File: src/rtl/cfg_ctrl_pkg.sv
// constants and types shared by the configuration control block
package cfg_ctrl_pkg;
   // bus geometry
   localparam int unsigned ADDR_W    = 8;
   localparam int unsigned DATA_W    = 32;
   localparam int unsigned BE_W      = DATA_W / 8;

   // byte addresses of the register words
   localparam logic [7:0] OFS_CONFIG = 8'h00;
   localparam logic [7:0] OFS_CLR    = 8'h04;
   localparam logic [7:0] OFS_SET    = 8'h08;
   localparam logic [7:0] OFS_INV    = 8'h0c;
   localparam logic [7:0] OFS_STATUS = 8'h10;

   // field positions in the configuration word
   localparam int unsigned BIT_CHARGE_PUMP = 7;
   localparam int unsigned BIT_SPARE_HI    = 6;
   localparam int unsigned BIT_ECC_HI      = 5;
   localparam int unsigned BIT_ECC_LO      = 4;
   localparam int unsigned BIT_DEBUG_PORT  = 3;
   localparam int unsigned BIT_TRACE       = 2;
   localparam int unsigned BIT_SPARE_LO    = 1;
   localparam int unsigned BIT_TWO_WIRE    = 0;

   // implemented bits of the low byte
   localparam logic [7:0] CONFIG_MASK = 8'hbd;

   // field positions in the status word
   localparam int unsigned ST_ECC_LOCKED  = 0;
   localparam int unsigned ST_ECC_ON      = 1;
   localparam int unsigned ST_DYN_ECC_ON  = 2;
   localparam int unsigned ST_WORD_BLOCK  = 3;
   localparam int unsigned ST_TRACE_RUN   = 4;

   // values after reset
   localparam logic       RST_CHARGE_PUMP = 1'b0;
   localparam logic       RST_DEBUG_PORT  = 1'b1;
   localparam logic       RST_TRACE       = 1'b0;
   localparam logic       RST_TWO_WIRE    = 1'b0;

   // error-correction modes
   typedef enum logic [1:0] {
      ECC_ON        = 2'h0,
      ECC_DYNAMIC   = 2'h1,
      ECC_OFF_LOCK  = 2'h2,
      ECC_OFF_OPEN  = 2'h3
   } ecc_mode_t;

   localparam ecc_mode_t RST_ECC_MODE = ECC_OFF_OPEN;

   // trace clock: clk cycles per half period
   localparam int unsigned TRACE_HALF_CYCLES = 1;

   // bus handshake states
   typedef enum logic [1:0] {
      BUS_IDLE = 2'b01,
      BUS_ACK  = 2'b10
   } bus_state_t;
endpackage

File: src/rtl/cfg_ctrl_if.sv
// carriers between the control top and its helper modules
`timescale 1ns/1ns
interface ecc_lock_if;
   logic                  wrEn;
   cfg_ctrl_pkg::ecc_mode_t wrMode;
   cfg_ctrl_pkg::ecc_mode_t mode;
   logic                  locked;
   modport ctrl (output wrEn, output wrMode, input mode, input locked);
   modport lock (input wrEn, input wrMode, output mode, output locked);
endinterface

interface trace_clk_if;
   logic enable;
   logic traceClk;
   logic running;
   modport ctrl (output enable, input traceClk, input running);
   modport gen  (input enable, output traceClk, output running);
endinterface

File: src/rtl/config_control.sv
// configuration control register low byte with avalon-mm slave
//
// Overview of operation
// - charge pump enable bit one turns analog charge pump on, zero off
// - ecc mode 11 disables all error correction, field stays writable
// - ecc mode 10 disables all error correction and locks the field
// - ecc mode 01 enables dynamic error correction and locks the field
// - ecc mode 00 enables correction, locks, blocks single-word programming
// - debug port enable bit one enables jtag port, zero disables it
// - trace bit one drives trace outputs and clock, zero stops both
// - two-wire select bit one makes two-wire debug use tdo pin
// - bits 6 and 1 read zero and ignore writes
`timescale 1ns/1ns
module config_control #(
   parameter int unsigned TRACE_HALF = cfg_ctrl_pkg::TRACE_HALF_CYCLES
) (
   input  wire logic                              clk,
   input  wire logic                              resetn,
   input  wire logic [cfg_ctrl_pkg::ADDR_W-1:0]   avsAddress,
   input  wire logic                              avsRead,
   input  wire logic                              avsWrite,
   input  wire logic [cfg_ctrl_pkg::DATA_W-1:0]   avsWritedata,
   input  wire logic [cfg_ctrl_pkg::BE_W-1:0]     avsByteenable,
   output logic [cfg_ctrl_pkg::DATA_W-1:0]        avsReaddata,
   output logic                                   avsWaitrequest,
   output logic                                   chargePumpEn,
   output logic                                   eccEnable,
   output logic                                   dynEccEnable,
   output logic                                   wordProgBlock,
   output logic                                   debugPortEn,
   output logic                                   traceOutEn,
   output logic                                   traceClk,
   output logic                                   twoWireUseTdo
);
   localparam int unsigned DW = cfg_ctrl_pkg::DATA_W;

   ecc_lock_if  eccBus ();
   trace_clk_if trcBus ();

   cfg_ctrl_pkg::bus_state_t state_q;
   logic          waitReq_q;
   logic [DW-1:0] rdData_q;
   logic          pump_q;
   logic          debug_q;
   logic          trace_q;
   logic          twoWire_q;
   logic          eccOn_q;
   logic          dynEcc_q;
   logic          wordBlock_q;
   logic          traceClk_q;

   logic          request;
   logic          commit;
   logic          lowLane;
   logic          hitCfg;
   logic [7:0]    curByte;
   logic [7:0]    newByte;
   logic [7:0]    wrByte;

   // current low byte as software sees it
   always_comb begin
      curByte = 8'h00;
      curByte[cfg_ctrl_pkg::BIT_CHARGE_PUMP] = pump_q;
      curByte[cfg_ctrl_pkg::BIT_ECC_HI:cfg_ctrl_pkg::BIT_ECC_LO] =
         eccBus.mode;
      curByte[cfg_ctrl_pkg::BIT_DEBUG_PORT] = debug_q;
      curByte[cfg_ctrl_pkg::BIT_TRACE]      = trace_q;
      curByte[cfg_ctrl_pkg::BIT_TWO_WIRE]   = twoWire_q;
   end

   assign request = avsRead || avsWrite;
   assign commit  = avsWrite && (state_q == cfg_ctrl_pkg::BUS_ACK);
   assign lowLane = avsByteenable[0];
   assign wrByte  = avsWritedata[7:0];
   assign hitCfg  = (avsAddress == cfg_ctrl_pkg::OFS_CONFIG) ||
                    (avsAddress == cfg_ctrl_pkg::OFS_CLR) ||
                    (avsAddress == cfg_ctrl_pkg::OFS_SET) ||
                    (avsAddress == cfg_ctrl_pkg::OFS_INV);

   // plain, clear, set and invert views of the same word
   always_comb begin
      newByte = curByte;
      case (avsAddress)
         cfg_ctrl_pkg::OFS_CONFIG: begin
            newByte = wrByte;
         end
         cfg_ctrl_pkg::OFS_CLR: begin
            newByte = curByte & ~wrByte;
         end
         cfg_ctrl_pkg::OFS_SET: begin
            newByte = curByte | wrByte;
         end
         cfg_ctrl_pkg::OFS_INV: begin
            newByte = curByte ^ wrByte;
         end
         default: begin
            newByte = curByte;
         end
      endcase
      newByte = newByte & cfg_ctrl_pkg::CONFIG_MASK;
   end

   // one wait state per access, then a single ready cycle
   always_ff @(posedge clk) begin
      if (!resetn) begin
         state_q <= cfg_ctrl_pkg::BUS_IDLE;
      end else begin
         case (state_q)
            cfg_ctrl_pkg::BUS_IDLE: begin
               if (request) begin
                  state_q <= cfg_ctrl_pkg::BUS_ACK;
               end
            end
            cfg_ctrl_pkg::BUS_ACK: begin
               state_q <= cfg_ctrl_pkg::BUS_IDLE;
            end
            default: begin
               state_q <= cfg_ctrl_pkg::BUS_IDLE;
            end
         endcase
      end
   end

   always_ff @(posedge clk) begin
      if (!resetn) begin
         waitReq_q <= 1'b1;
      end else begin
         waitReq_q <= !(request && state_q == cfg_ctrl_pkg::BUS_IDLE);
      end
   end

   // read data prepared during the wait state
   always_ff @(posedge clk) begin
      if (!resetn) begin
         rdData_q <= '0;
      end else if (avsRead && state_q == cfg_ctrl_pkg::BUS_IDLE) begin
         rdData_q <= '0;
         if (hitCfg) begin
            rdData_q[7:0] <= curByte
               & cfg_ctrl_pkg::CONFIG_MASK;
         end else if (avsAddress == cfg_ctrl_pkg::OFS_STATUS) begin
            rdData_q[cfg_ctrl_pkg::ST_ECC_LOCKED] <= eccBus.locked;
            rdData_q[cfg_ctrl_pkg::ST_ECC_ON]     <= eccOn_q;
            rdData_q[cfg_ctrl_pkg::ST_DYN_ECC_ON] <= dynEcc_q;
            rdData_q[cfg_ctrl_pkg::ST_WORD_BLOCK] <= wordBlock_q;
            rdData_q[cfg_ctrl_pkg::ST_TRACE_RUN]  <= trcBus.running;
         end
      end
   end

   // plain control bits
   always_ff @(posedge clk) begin
      if (!resetn) begin
         pump_q    <= cfg_ctrl_pkg::RST_CHARGE_PUMP;
         debug_q   <= cfg_ctrl_pkg::RST_DEBUG_PORT;
         trace_q   <= cfg_ctrl_pkg::RST_TRACE;
         twoWire_q <= cfg_ctrl_pkg::RST_TWO_WIRE;
      end else if (commit && hitCfg && lowLane) begin
         pump_q    <= newByte[cfg_ctrl_pkg::BIT_CHARGE_PUMP];
         debug_q   <= newByte[cfg_ctrl_pkg::BIT_DEBUG_PORT];
         trace_q   <= newByte[cfg_ctrl_pkg::BIT_TRACE];
         twoWire_q <= newByte[cfg_ctrl_pkg::BIT_TWO_WIRE];
      end
   end

   // locking field lives in its own module
   assign eccBus.wrEn   = commit && hitCfg && lowLane;
   assign eccBus.wrMode = cfg_ctrl_pkg::ecc_mode_t'(
      newByte[cfg_ctrl_pkg::BIT_ECC_HI:cfg_ctrl_pkg::BIT_ECC_LO]);

   ecc_mode_lock u_ecc (
      .clk    (clk),
      .resetn (resetn),
      .port   (eccBus)
   );

   // decoded error-correction controls
   always_ff @(posedge clk) begin
      if (!resetn) begin
         eccOn_q     <= 1'b0;
         dynEcc_q    <= 1'b0;
         wordBlock_q <= 1'b0;
      end else begin
         case (eccBus.mode)
            cfg_ctrl_pkg::ECC_ON: begin
               eccOn_q     <= 1'b1;
               dynEcc_q    <= 1'b0;
               wordBlock_q <= 1'b1;
            end
            cfg_ctrl_pkg::ECC_DYNAMIC: begin
               eccOn_q     <= 1'b0;
               dynEcc_q    <= 1'b1;
               wordBlock_q <= 1'b0;
            end
            cfg_ctrl_pkg::ECC_OFF_LOCK: begin
               eccOn_q     <= 1'b0;
               dynEcc_q    <= 1'b0;
               wordBlock_q <= 1'b0;
            end
            default: begin
               eccOn_q     <= 1'b0;
               dynEcc_q    <= 1'b0;
               wordBlock_q <= 1'b0;
            end
         endcase
      end
   end

   // trace clock follows the trace bit
   assign trcBus.enable = trace_q;

   trace_clock_gen #(
      .HALF_CYCLES (TRACE_HALF)
   ) u_trace (
      .clk    (clk),
      .resetn (resetn),
      .port   (trcBus)
   );

   always_ff @(posedge clk) begin
      if (!resetn) begin
         traceClk_q <= 1'b0;
      end else begin
         traceClk_q <= trcBus.traceClk && trace_q;
      end
   end

   assign avsReaddata    = rdData_q;
   assign avsWaitrequest = waitReq_q;
   assign chargePumpEn   = pump_q;
   assign eccEnable      = eccOn_q;
   assign dynEccEnable   = dynEcc_q;
   assign wordProgBlock  = wordBlock_q;
   assign debugPortEn    = debug_q;
   assign traceOutEn     = trace_q;
   assign traceClk       = traceClk_q;
   assign twoWireUseTdo  = twoWire_q;
endmodule

File: src/rtl/ecc_mode_lock.sv
// self-locking error-correction mode field
`timescale 1ns/1ns
module ecc_mode_lock (
   input wire logic clk,
   input wire logic resetn,
   ecc_lock_if.lock port
);
   cfg_ctrl_pkg::ecc_mode_t mode_q;

   always_ff @(posedge clk) begin
      if (!resetn) begin
         mode_q <= cfg_ctrl_pkg::RST_ECC_MODE;
      end else if (port.wrEn && !port.locked) begin
         mode_q <= port.wrMode;
      end
   end

   assign port.mode   = mode_q;
   // only the open value leaves the field writable
   assign port.locked = (mode_q != cfg_ctrl_pkg::ECC_OFF_OPEN);
endmodule

File: src/rtl/trace_clock_gen.sv
// trace clock divider, running only while trace is enabled
`timescale 1ns/1ns
module trace_clock_gen #(
   parameter int unsigned HALF_CYCLES = cfg_ctrl_pkg::TRACE_HALF_CYCLES
) (
   input wire logic clk,
   input wire logic resetn,
   trace_clk_if.gen port
);
   localparam int unsigned CNT_W = (HALF_CYCLES > 1) ? $clog2(HALF_CYCLES) : 1;
   localparam logic [CNT_W-1:0] CNT_LAST = CNT_W'(HALF_CYCLES - 1);

   logic [CNT_W-1:0] count_q;
   logic             clk_q;

   always_ff @(posedge clk) begin
      if (!resetn || !port.enable) begin
         count_q <= '0;
         clk_q   <= 1'b0;
      end else if (count_q == CNT_LAST) begin
         count_q <= '0;
         clk_q   <= ~clk_q;
      end else begin
         count_q <= count_q + 1'b1;
      end
   end

   assign port.traceClk = clk_q;
   assign port.running  = port.enable;
endmodule
File: config.mk
export PLATFORM = sky130hd
export DESIGN_NAME = config_control
export DESIGN_NICKNAME = d
export VERILOG_FILES = /design/src/rtl/cfg_ctrl_pkg.sv /design/src/rtl/cfg_ctrl_if.sv /design/src/rtl/config_control.sv /design/src/rtl/ecc_mode_lock.sv /design/src/rtl/trace_clock_gen.sv
export SDC_FILE = /design/constraint.sdc
export NUM_CORES = 1
export LEC_CHECK = 0
export BUFFER_PORTS_ARGS = -buffer_cell sky130_fd_sc_hd__buf_2
export CORE_MARGIN = 3
export CORE_UTILIZATION = 42
export DETAILED_ROUTE_END_ITERATION = 8
export GPL_TIMING_DRIVEN = 0
export PLACE_DENSITY = 0.84
export SYNTH_ARGS = -nofsm -noshare
export SYNTH_HDL_FRONTEND = slang
export SYNTH_HIERARCHICAL = 1
export SYNTH_SLANG_ARGS = --single-unit
File: constraint.sdc
create_clock -name clk -period 2.73 [get_ports clk]
set_clock_uncertainty 0.1 [all_clocks]
set_input_delay 0.4095 -clock clk [delete_from_list [all_inputs] [get_ports clk]]
set_output_delay 0.4095 -clock clk [all_outputs]
set_load 0.01 [all_outputs]
==> results.yml, run 1 <==
place:
  dp.final_hpwl_um: 2370
  post_dp_cell_area_um2: 1720
  gp_congestion: 0.772
  post-place-cells: 268
  placement.io_buffers: 33
critical_path:
  critPathMaxStageDelay_ns: 0.57
  critical_path.startpoint_type: "input pin"
  worstPathCellList: "buf_2 -> or4_4 -> or3_1 -> buf_2 -> a22oi_1 -> o21ai_0 -> and3b_1 -> o21ai_2"
  r2r.worst_path.cells: 7
  path_buf_inv: 2
  class_of_the_most_critical_setup_path: "in2reg"
  crit_cells: 8
  timing.critical_path.mode_cell: "sky130_fd_sc_hd__buf_2"
  crit_path_top_delay_cell: "sky130_fd_sc_hd__or4_4"
  crit_arrival_ns: 2.09
  critical_path_required_ns: 2.83
  critical_path.top_delay_family: "simple AND/OR/NAND/NOR gates"
  critical_path.endpoint_type: "flop"
  crit_path_max_fanout: 6
clocking:
  post-cts-setup-buffers: 0
  cts_inserted_buffers: 3
  cts-resized-gates: 0
  clock_latency_ns: 0.30
  ctsHoldBuffers: 0
  clock_pin_slew_reported_for_the_worst_setup_and_hold_paths_after_clock_tree_synthesis_ns: 0.11
  cts_htree_levels: 1
  clockRootBuffer: "sky130_fd_sc_hd__clkbuf_4"
  tritoncts: "built"
  cts_sink_cnt: 21
  clockBufferDepth: 2
yosys:
  ys_seq_area_frac: 0.298
  ys_async_sr_fraction: 0
  yosys-top-cells-count: "27 x sky130_fd_sc_hd__buf_4, 21 x sky130_fd_sc_hd__dfxtp_1, 16 x sky130_fd_sc_hd__inv_1, 12 x sky130_fd_sc_hd__ha_1"
  ys_types: 32
  synthMostInstantiatedCell: "sky130_fd_sc_hd__buf_4"
  synth_seq_cells: 21
  yosys_warnings: 6
  dominantRegCellSynth: "sky130_fd_sc_hd__dfxtp_1"
  netlist_top_cells_area: "sky130_fd_sc_hd__dfxtp_1 30%, sky130_fd_sc_hd__buf_4 14%, sky130_fd_sc_hd__ha_1 11%, sky130_fd_sc_hd__inv_1 4.3%, sky130_fd_sc_hd__o21ai_0 3.9%"
  netlist_area_pre_place_um2: 1410
  synth.avg_cell_area_um2: 8.44
  synth.top_cell.area_share: 0.298
  synth_largest_area_cell: "sky130_fd_sc_hd__dfxtp_1"
  netlist_instances: 167
  synth_edf_count: 0
detailed_routing:
  dr.first_iter.drc_count: 55
  drt-wirelength-per-cell_um: 10.6
  detail_route.drc_violations: 0
  ant_nets: 0
  detail_route.first_pass.iterations: 4
  via_per_inst: 4.52
  detailroute.via_count: 1230
  routed_wl_um: 2900
outcome:
  outcome: "completed"
global_routing:
  grt_antenna_before_repair: 0
  globalRouteOverflowTotal: 0
  grt_first_pass_wirelength_um: 4680
  grt_start_max_net_pins: 12
  first_global_vias: 1058
  grt.total_usage: 0.141
sta:
  slew_headroom: 0.659
  min_period_ns: 1.99
  slew_viol_final: 0
  totalNegativeSetupSlack_ns: 0
  final_min_period_over_clock_period: 0.730
  rsz0062_at_grt: "no"
  fmax_achieved_mhz: 502
  final-setup-viol-count: 0
  hold_viol: 0
  timing_worst_slew_pin_value_ns: 0.509
cells_and_area:
  flow.area_growth_from_synthesis_pct: 23.9
  stdcell_count: 272
  diodes: 0
  design_area_um2: 1750
  final_standard_cell_utilization_of_the_core: 0.558
  post_route_cells_drive_above_1_share: 0.329
  final_net_count: 289
hold_path:
  min_path_cells: 2
  worst_hold_path_type: "in2reg"
flow_run:
  drv_cap: 0
floorplan:
  initial_core_util: 0.451
  die_h_um: 63.9
  design.core.area_um2: 3130
  i_o_pin_count: 89
  placement_rows: 20
  die_width_um: 63.9
  floorplan.die_area_um2: 4090
power:
  pwr_density_cell_nw_per_um2: 335
  power.leakage_nw: 0.944
  vdd.ir_drop.worst_v: 0.000176
worst register-to-register path, cell delays in order (launching register included):
cell                      delay, ns
sky130_fd_sc_hd__dfxtp_1       0.52
sky130_fd_sc_hd__inv_1         0.09
sky130_fd_sc_hd__ha_1          0.27
sky130_fd_sc_hd__mux2_2        0.26
sky130_fd_sc_hd__a21oi_1       0.13
sky130_fd_sc_hd__o21ai_0       0.07
sky130_fd_sc_hd__and3b_1       0.25
sky130_fd_sc_hd__o21ai_2       0.06
kinds of logic after synthesis:
group	count (synthesis)	synth area share
and+or+nand+nor	47	0.204
AOI/OAI and AO/OA	31	0.136
adders and majority gates	12	0.106
muxes	6	0.0453
xor gates and xnor gates	1	0.00621
buffers and inverters	47	0.199
other	2	0.00533
DFF	21	0.298
final cells by class:
class | count | area (um^2)
inverters | 16 | 60.1
well taps | 44 | 55.1
fillers | 305 | 1380
clock buffers | 4 | 26.3
flip-flops and latches | 21 | 420
repair buffers | 33 | 165
plain buffers | 31 | 220
multi-input cells | 123 | 800
routing by layer:
layer  wire length, um  up-vias  track usage  part of all wire
met3               228        4       0.0246             0.079
met5                 0        -            0                 0
met2              1400       48        0.228              0.48
li1                  -      638            -                 -
met1              1220      540        0.180              0.42
met4                42        0       0.0647             0.015
flip-flops by register name, indices dropped and copies added, names as in the netlist:
name,count
avsWaitrequest,1
wordProgBlock,1
avsReaddata,7
debugPortEn,1
u_ecc/port.mode,2
dynEccEnable,1
u_trace/port.traceClk,1
u_trace/count_q,1
traceOutEn,1
state_q,2
chargePumpEn,1
traceClk,1
twoWireUseTdo,1
metrics by stage:
stage                     power [mW]  worst slack (ns)  hold WS, ns
after global routing           0.616             0.678        0.214
after global placement         0.443             0.462        0.339
after detailed placement       0.444             0.422        0.343
after CTS                      0.585             0.746        0.214
final                          0.585             0.738        0.218
after floorplan                0.411             0.641        0.369
where the power goes:
part	switching, mW	internal [mW]	leakage (nW)
logic	0.0661	0.0565	0.759
registers	0.00325	0.314	0.171
clock network	0.0885	0.0569	0.0150
total	0.158	0.428	0.944
cells in the final DEF (no fill, tap or decap):
cell type                   Yosys  final
sky130_fd_sc_hd__buf_2          2     35
sky130_fd_sc_hd__buf_4         27     27
sky130_fd_sc_hd__conb_1         2     26
sky130_fd_sc_hd__dfxtp_1       21     21
sky130_fd_sc_hd__inv_1         16     16
sky130_fd_sc_hd__ha_1          12     12
sky130_fd_sc_hd__o21ai_0       11     11
sky130_fd_sc_hd__nand2_1       11     11
sky130_fd_sc_hd__nor2_1         9      9
sky130_fd_sc_hd__a31oi_1        6      6
sky130_fd_sc_hd__a21oi_1        5      5
sky130_fd_sc_hd__nand3_1        5      5
sky130_fd_sc_hd__nor2b_1        4      4
sky130_fd_sc_hd__mux2_2         3      3
sky130_fd_sc_hd__and3b_1        3      3
sky130_fd_sc_hd__clkbuf_1       2      3
sky130_fd_sc_hd__mux2i_1        3      3
sky130_fd_sc_hd__nor3_1         3      3
sky130_fd_sc_hd__clkbuf_4       0      3
sky130_fd_sc_hd__or4_4          2      2
sky130_fd_sc_hd__nand2b_1       2      2
sky130_fd_sc_hd__a22oi_1        2      2
sky130_fd_sc_hd__nor4_4         2      2
sky130_fd_sc_hd__a221oi_1       2      2
sky130_fd_sc_hd__o211ai_1       2      2
sky130_fd_sc_hd__and3_1         2      2
sky130_fd_sc_hd__o21ai_2        2      2
sky130_fd_sc_hd__or3_1          1      1
sky130_fd_sc_hd__nand4b_1       1      1
sky130_fd_sc_hd__nor3_2         1      1
sky130_fd_sc_hd__a2bb2oi_1      1      1
sky130_fd_sc_hd__nand4_1        1      1
sky130_fd_sc_hd__xnor2_1        1      1
final timing paths:
kind / endpoint / startpoint / slack [ns]
worst max register to register: u_ecc/port.mode[1] / u_ecc/port.mode[1] / 0.89
worst max-delay path: u_ecc/port.mode[0] / avsAddress[5] / 0.74
worst min register to register: avsReaddata[1] / avsReaddata[1] / 0.36
worst min-delay path: u_ecc/port.mode[1] / resetn / 0.22
Power figures use the tool's default switching activity.
==> run 2: changes to the inputs <==
--- a/config.mk
+++ b/config.mk
@@ -5,12 +5,13 @@
 export SDC_FILE = /design/constraint.sdc
 export NUM_CORES = 1
 export LEC_CHECK = 0
+export ABC_AREA = 1
 export BUFFER_PORTS_ARGS = -buffer_cell sky130_fd_sc_hd__buf_2
 export CORE_MARGIN = 3
-export CORE_UTILIZATION = 42
+export CORE_UTILIZATION = 39
 export DETAILED_ROUTE_END_ITERATION = 8
 export GPL_TIMING_DRIVEN = 0
-export PLACE_DENSITY = 0.84
+export PLACE_DENSITY = 0.81
 export SYNTH_ARGS = -nofsm -noshare
 export SYNTH_HDL_FRONTEND = slang
 export SYNTH_HIERARCHICAL = 1
==> constraint.sdc (replaced) <==
create_clock -name clk -period 1.74 [get_ports clk]
set_clock_uncertainty 0.1 [all_clocks]
set_input_delay 0.261 -clock clk [delete_from_list [all_inputs] [get_ports clk]]
set_output_delay 0.261 -clock clk [all_outputs]
set_load 0.01 [all_outputs]
==> run 2 against run 1 <==
  * Design area grew 7.1%
  * Non-clock buffer count fell by 3
  * Wire length is 4.2% higher
  * Critical path depth decreased by 2
  * Worst hold slack worse by 0.10 ns
  * Highest routed layer is now met3
==> results.yml, run 2 <==
detailed_routing:
  detail_route.first_pass.iterations: 4
  routed_wl_um: 3020
  dr.first_iter.drc_count: 58
  drt-wirelength-per-cell_um: 9.34
  detail_route.drc_violations: 0
  via_per_inst: 4.28
  ant_nets: 0
  detailroute.via_count: 1384
cells_and_area:
  largest_register_ffs: 7
  final_net_count: 338
  layout.cells.most_common: "sky130_fd_sc_hd__nand2_1"
  diodes: 0
  post_route_cells_drive_above_1_share: 0.289
  nFillCells: 370
  final_cell_mix: "45 x sky130_fd_sc_hd__nand2_1, 34 x sky130_fd_sc_hd__buf_2, 31 x sky130_fd_sc_hd__inv_1"
  flow.area_growth_from_synthesis_pct: 24.2
yosys:
  yosys-top-cells-count: "45 x sky130_fd_sc_hd__nand2_1, 31 x sky130_fd_sc_hd__inv_1, 27 x sky130_fd_sc_hd__buf_4, 21 x sky130_fd_sc_hd__dfxtp_1, 16 x sky130_fd_sc_hd__o21ai_0"
  synth_edf_count: 0
  synth_seq_cells: 21
  netlist_top_cells_area: "sky130_fd_sc_hd__dfxtp_1 28%, sky130_fd_sc_hd__buf_4 13%, sky130_fd_sc_hd__nand2_1 11%, sky130_fd_sc_hd__ha_1 10%, sky130_fd_sc_hd__inv_1 7.7%"
  dominantRegCellSynth: "sky130_fd_sc_hd__dfxtp_1"
  ys_async_sr_fraction: 0
  synth.top_cell.area_share: 0.279
  ys_seq_area_frac: 0.279
  netlist_instances: 215
  synth_largest_area_cell: "sky130_fd_sc_hd__dfxtp_1"
  synthMostInstantiatedCell: "sky130_fd_sc_hd__nand2_1"
  yosys_warnings: 6
  ys_types: 22
  synth.avg_cell_area_um2: 7.01
  netlist_area_pre_place_um2: 1510
floorplan:
  die_width_um: 68.2
  die_h_um: 68.2
  design.core.area_um2: 3520
  i_o_pin_count: 89
  initial_core_util: 0.428
  floorplan.die_area_um2: 4640
  placement_rows: 21
critical_path:
  r2r-start: "u_ecc/port.mode[0]"
  crit_arrival_ns: 1.61
  crit_path_max_fanout: 10
  critical_path.endpoint_type: "flop"
  r2r.worst_path.cells: 6
  class_of_the_most_critical_setup_path: "reg2reg"
  crit-reg2reg-capture: "u_ecc/port.mode[0]"
  critical_path.startpoint_type: "flop"
  critical_path_required_ns: 1.79
  worst-r2r-setup-slack_ns: 0.18
global_routing:
  first_global_vias: 1186
  globalRouteOverflowTotal: 0
  grt_antenna_before_repair: 0
  grt_first_pass_wirelength_um: 4800
  grt.total_usage: 0.130
  grt_start_max_net_pins: 12
sta:
  final-setup-viol-count: 0
  totalNegativeSetupSlack_ns: 0
  slew_viol_final: 0
  fmax_achieved_mhz: 640
  fin_hold_ws_ns: 0.118
  rsz0062_at_grt: "no"
  final_min_period_over_clock_period: 0.898
  hold_viol: 0
  min_period_ns: 1.56
  fin_ws_ns: 0.177
clocking:
  post-cts-setup-buffers: 0
  clock_pin_slew_reported_for_the_worst_setup_and_hold_paths_after_clock_tree_synthesis_ns: 0.07
  clockRootBuffer: "sky130_fd_sc_hd__clkbuf_8"
  cts_sink_cnt: 21
  clockBufferDepth: 2
  cts_inserted_buffers: 3
  cts_htree_levels: 1
  tritoncts: "built"
  clock_latency_ns: 0.25
place:
  post-place-ws_ns: 0.0217
  dp.final_hpwl_um: 2400
  gp_congestion: 0.792
  placement.io_buffers: 34
hold_path:
  worst_hold_path_type: "in2reg"
  hp-start: "avsWrite"
  worst_hold_path.endpoint: "avsWaitrequest"
  min_path_cells: 2
flow_run:
  drv_cap: 0
power:
  power.leakage_nw: 1.11
  pwr_density_cell_nw_per_um2: 537
  vdd.ir_drop.worst_v: 0.000667
outcome:
  outcome: "completed"
-- run 2: power breakdown --
group	total, mW	switching [mW]	internal (mW)
combinational	0.188	0.107	0.0813
clock	0.312	0.149	0.163
sequential	0.503	0.00653	0.497
-- run 2: worst max-delay path by stage --
stage | startpoint | end | slack, ns | cells after the start
after floorplan | u_ecc/port.mode[0] | u_ecc/port.mode[0] | 0.33 | 6
after global placement | avsAddress[5] | u_ecc/port.mode[1] | 0.05 | 11
after detailed placement | avsAddress[5] | u_ecc/port.mode[1] | 0.02 | 11
after CTS | u_ecc/port.mode[1] | u_ecc/port.mode[1] | 0.13 | 8
after global routing | u_ecc/port.mode[0] | u_ecc/port.mode[0] | 0.08 | 6
final | u_ecc/port.mode[0] | u_ecc/port.mode[0] | 0.18 | 6
-- run 2: final cells by class --
type / instances / area (um^2) / share of cell area
clock buffer: 4 / 45.0 / 0.0241
timing repair buffer: 34 / 170 / 0.0910
tap: 46 / 57.6 / 0.0308
sequential: 21 / 422 / 0.225
multi-input combinational: 158 / 850 / 0.454
buffer: 27 / 203 / 0.108
inverter: 33 / 124 / 0.0662
-- run 2: per-stage QoR --
| step | std cells | power (mW) | utilization | instance area, um^2 |
|---|---|---|---|---|
| after floorplan | 239 | 0.647 | - | 1600 |
| after global placement | 319 | 0.697 | 0.518 | 1820 |
| after detailed placement | 319 | 0.700 | 0.518 | 1820 |
| after CTS | 323 | 1.01 | 0.531 | 1870 |
| after global routing | 323 | 1.06 | 0.531 | 1870 |
| final | 323 | 1.00 | 0.531 | 1870 |
-- run 2: repair_timing --
item	CTS	global route
hold buffers	0	0
gates resized for setup	0	1
setup endpoints to repair	0	1
-- run 2: critical path, stage by stage (launching register included) --
cell	delay, ns
sky130_fd_sc_hd__dfxtp_1	0.52
sky130_fd_sc_hd__inv_1	0.11
sky130_fd_sc_hd__ha_1	0.28
sky130_fd_sc_hd__a211oi_1	0.20
sky130_fd_sc_hd__nand2_1	0.08
sky130_fd_sc_hd__nand4_1	0.10
sky130_fd_sc_hd__nand3_1	0.06
-- run 2: cells by family after synthesis --
| group | synth area share |
|---|---|
| adders and majority gates | 0.0997 |
| buffers and inverters | 0.217 |
| DFF | 0.279 |
| and+or+nand+nor | 0.303 |
| AOI/OAI and AO/OA | 0.0964 |
| other | 0.00499 |
-- run 2: per-layer routing --
| metal | wire length [um] | track usage |
|---|---|---|
| met5 | 0 | 0 |
| met2 | 1420 | 0.245 |
| met1 | 1340 | 0.157 |
| met4 | 0 | 0.00744 |
| met3 | 256 | 0.0279 |
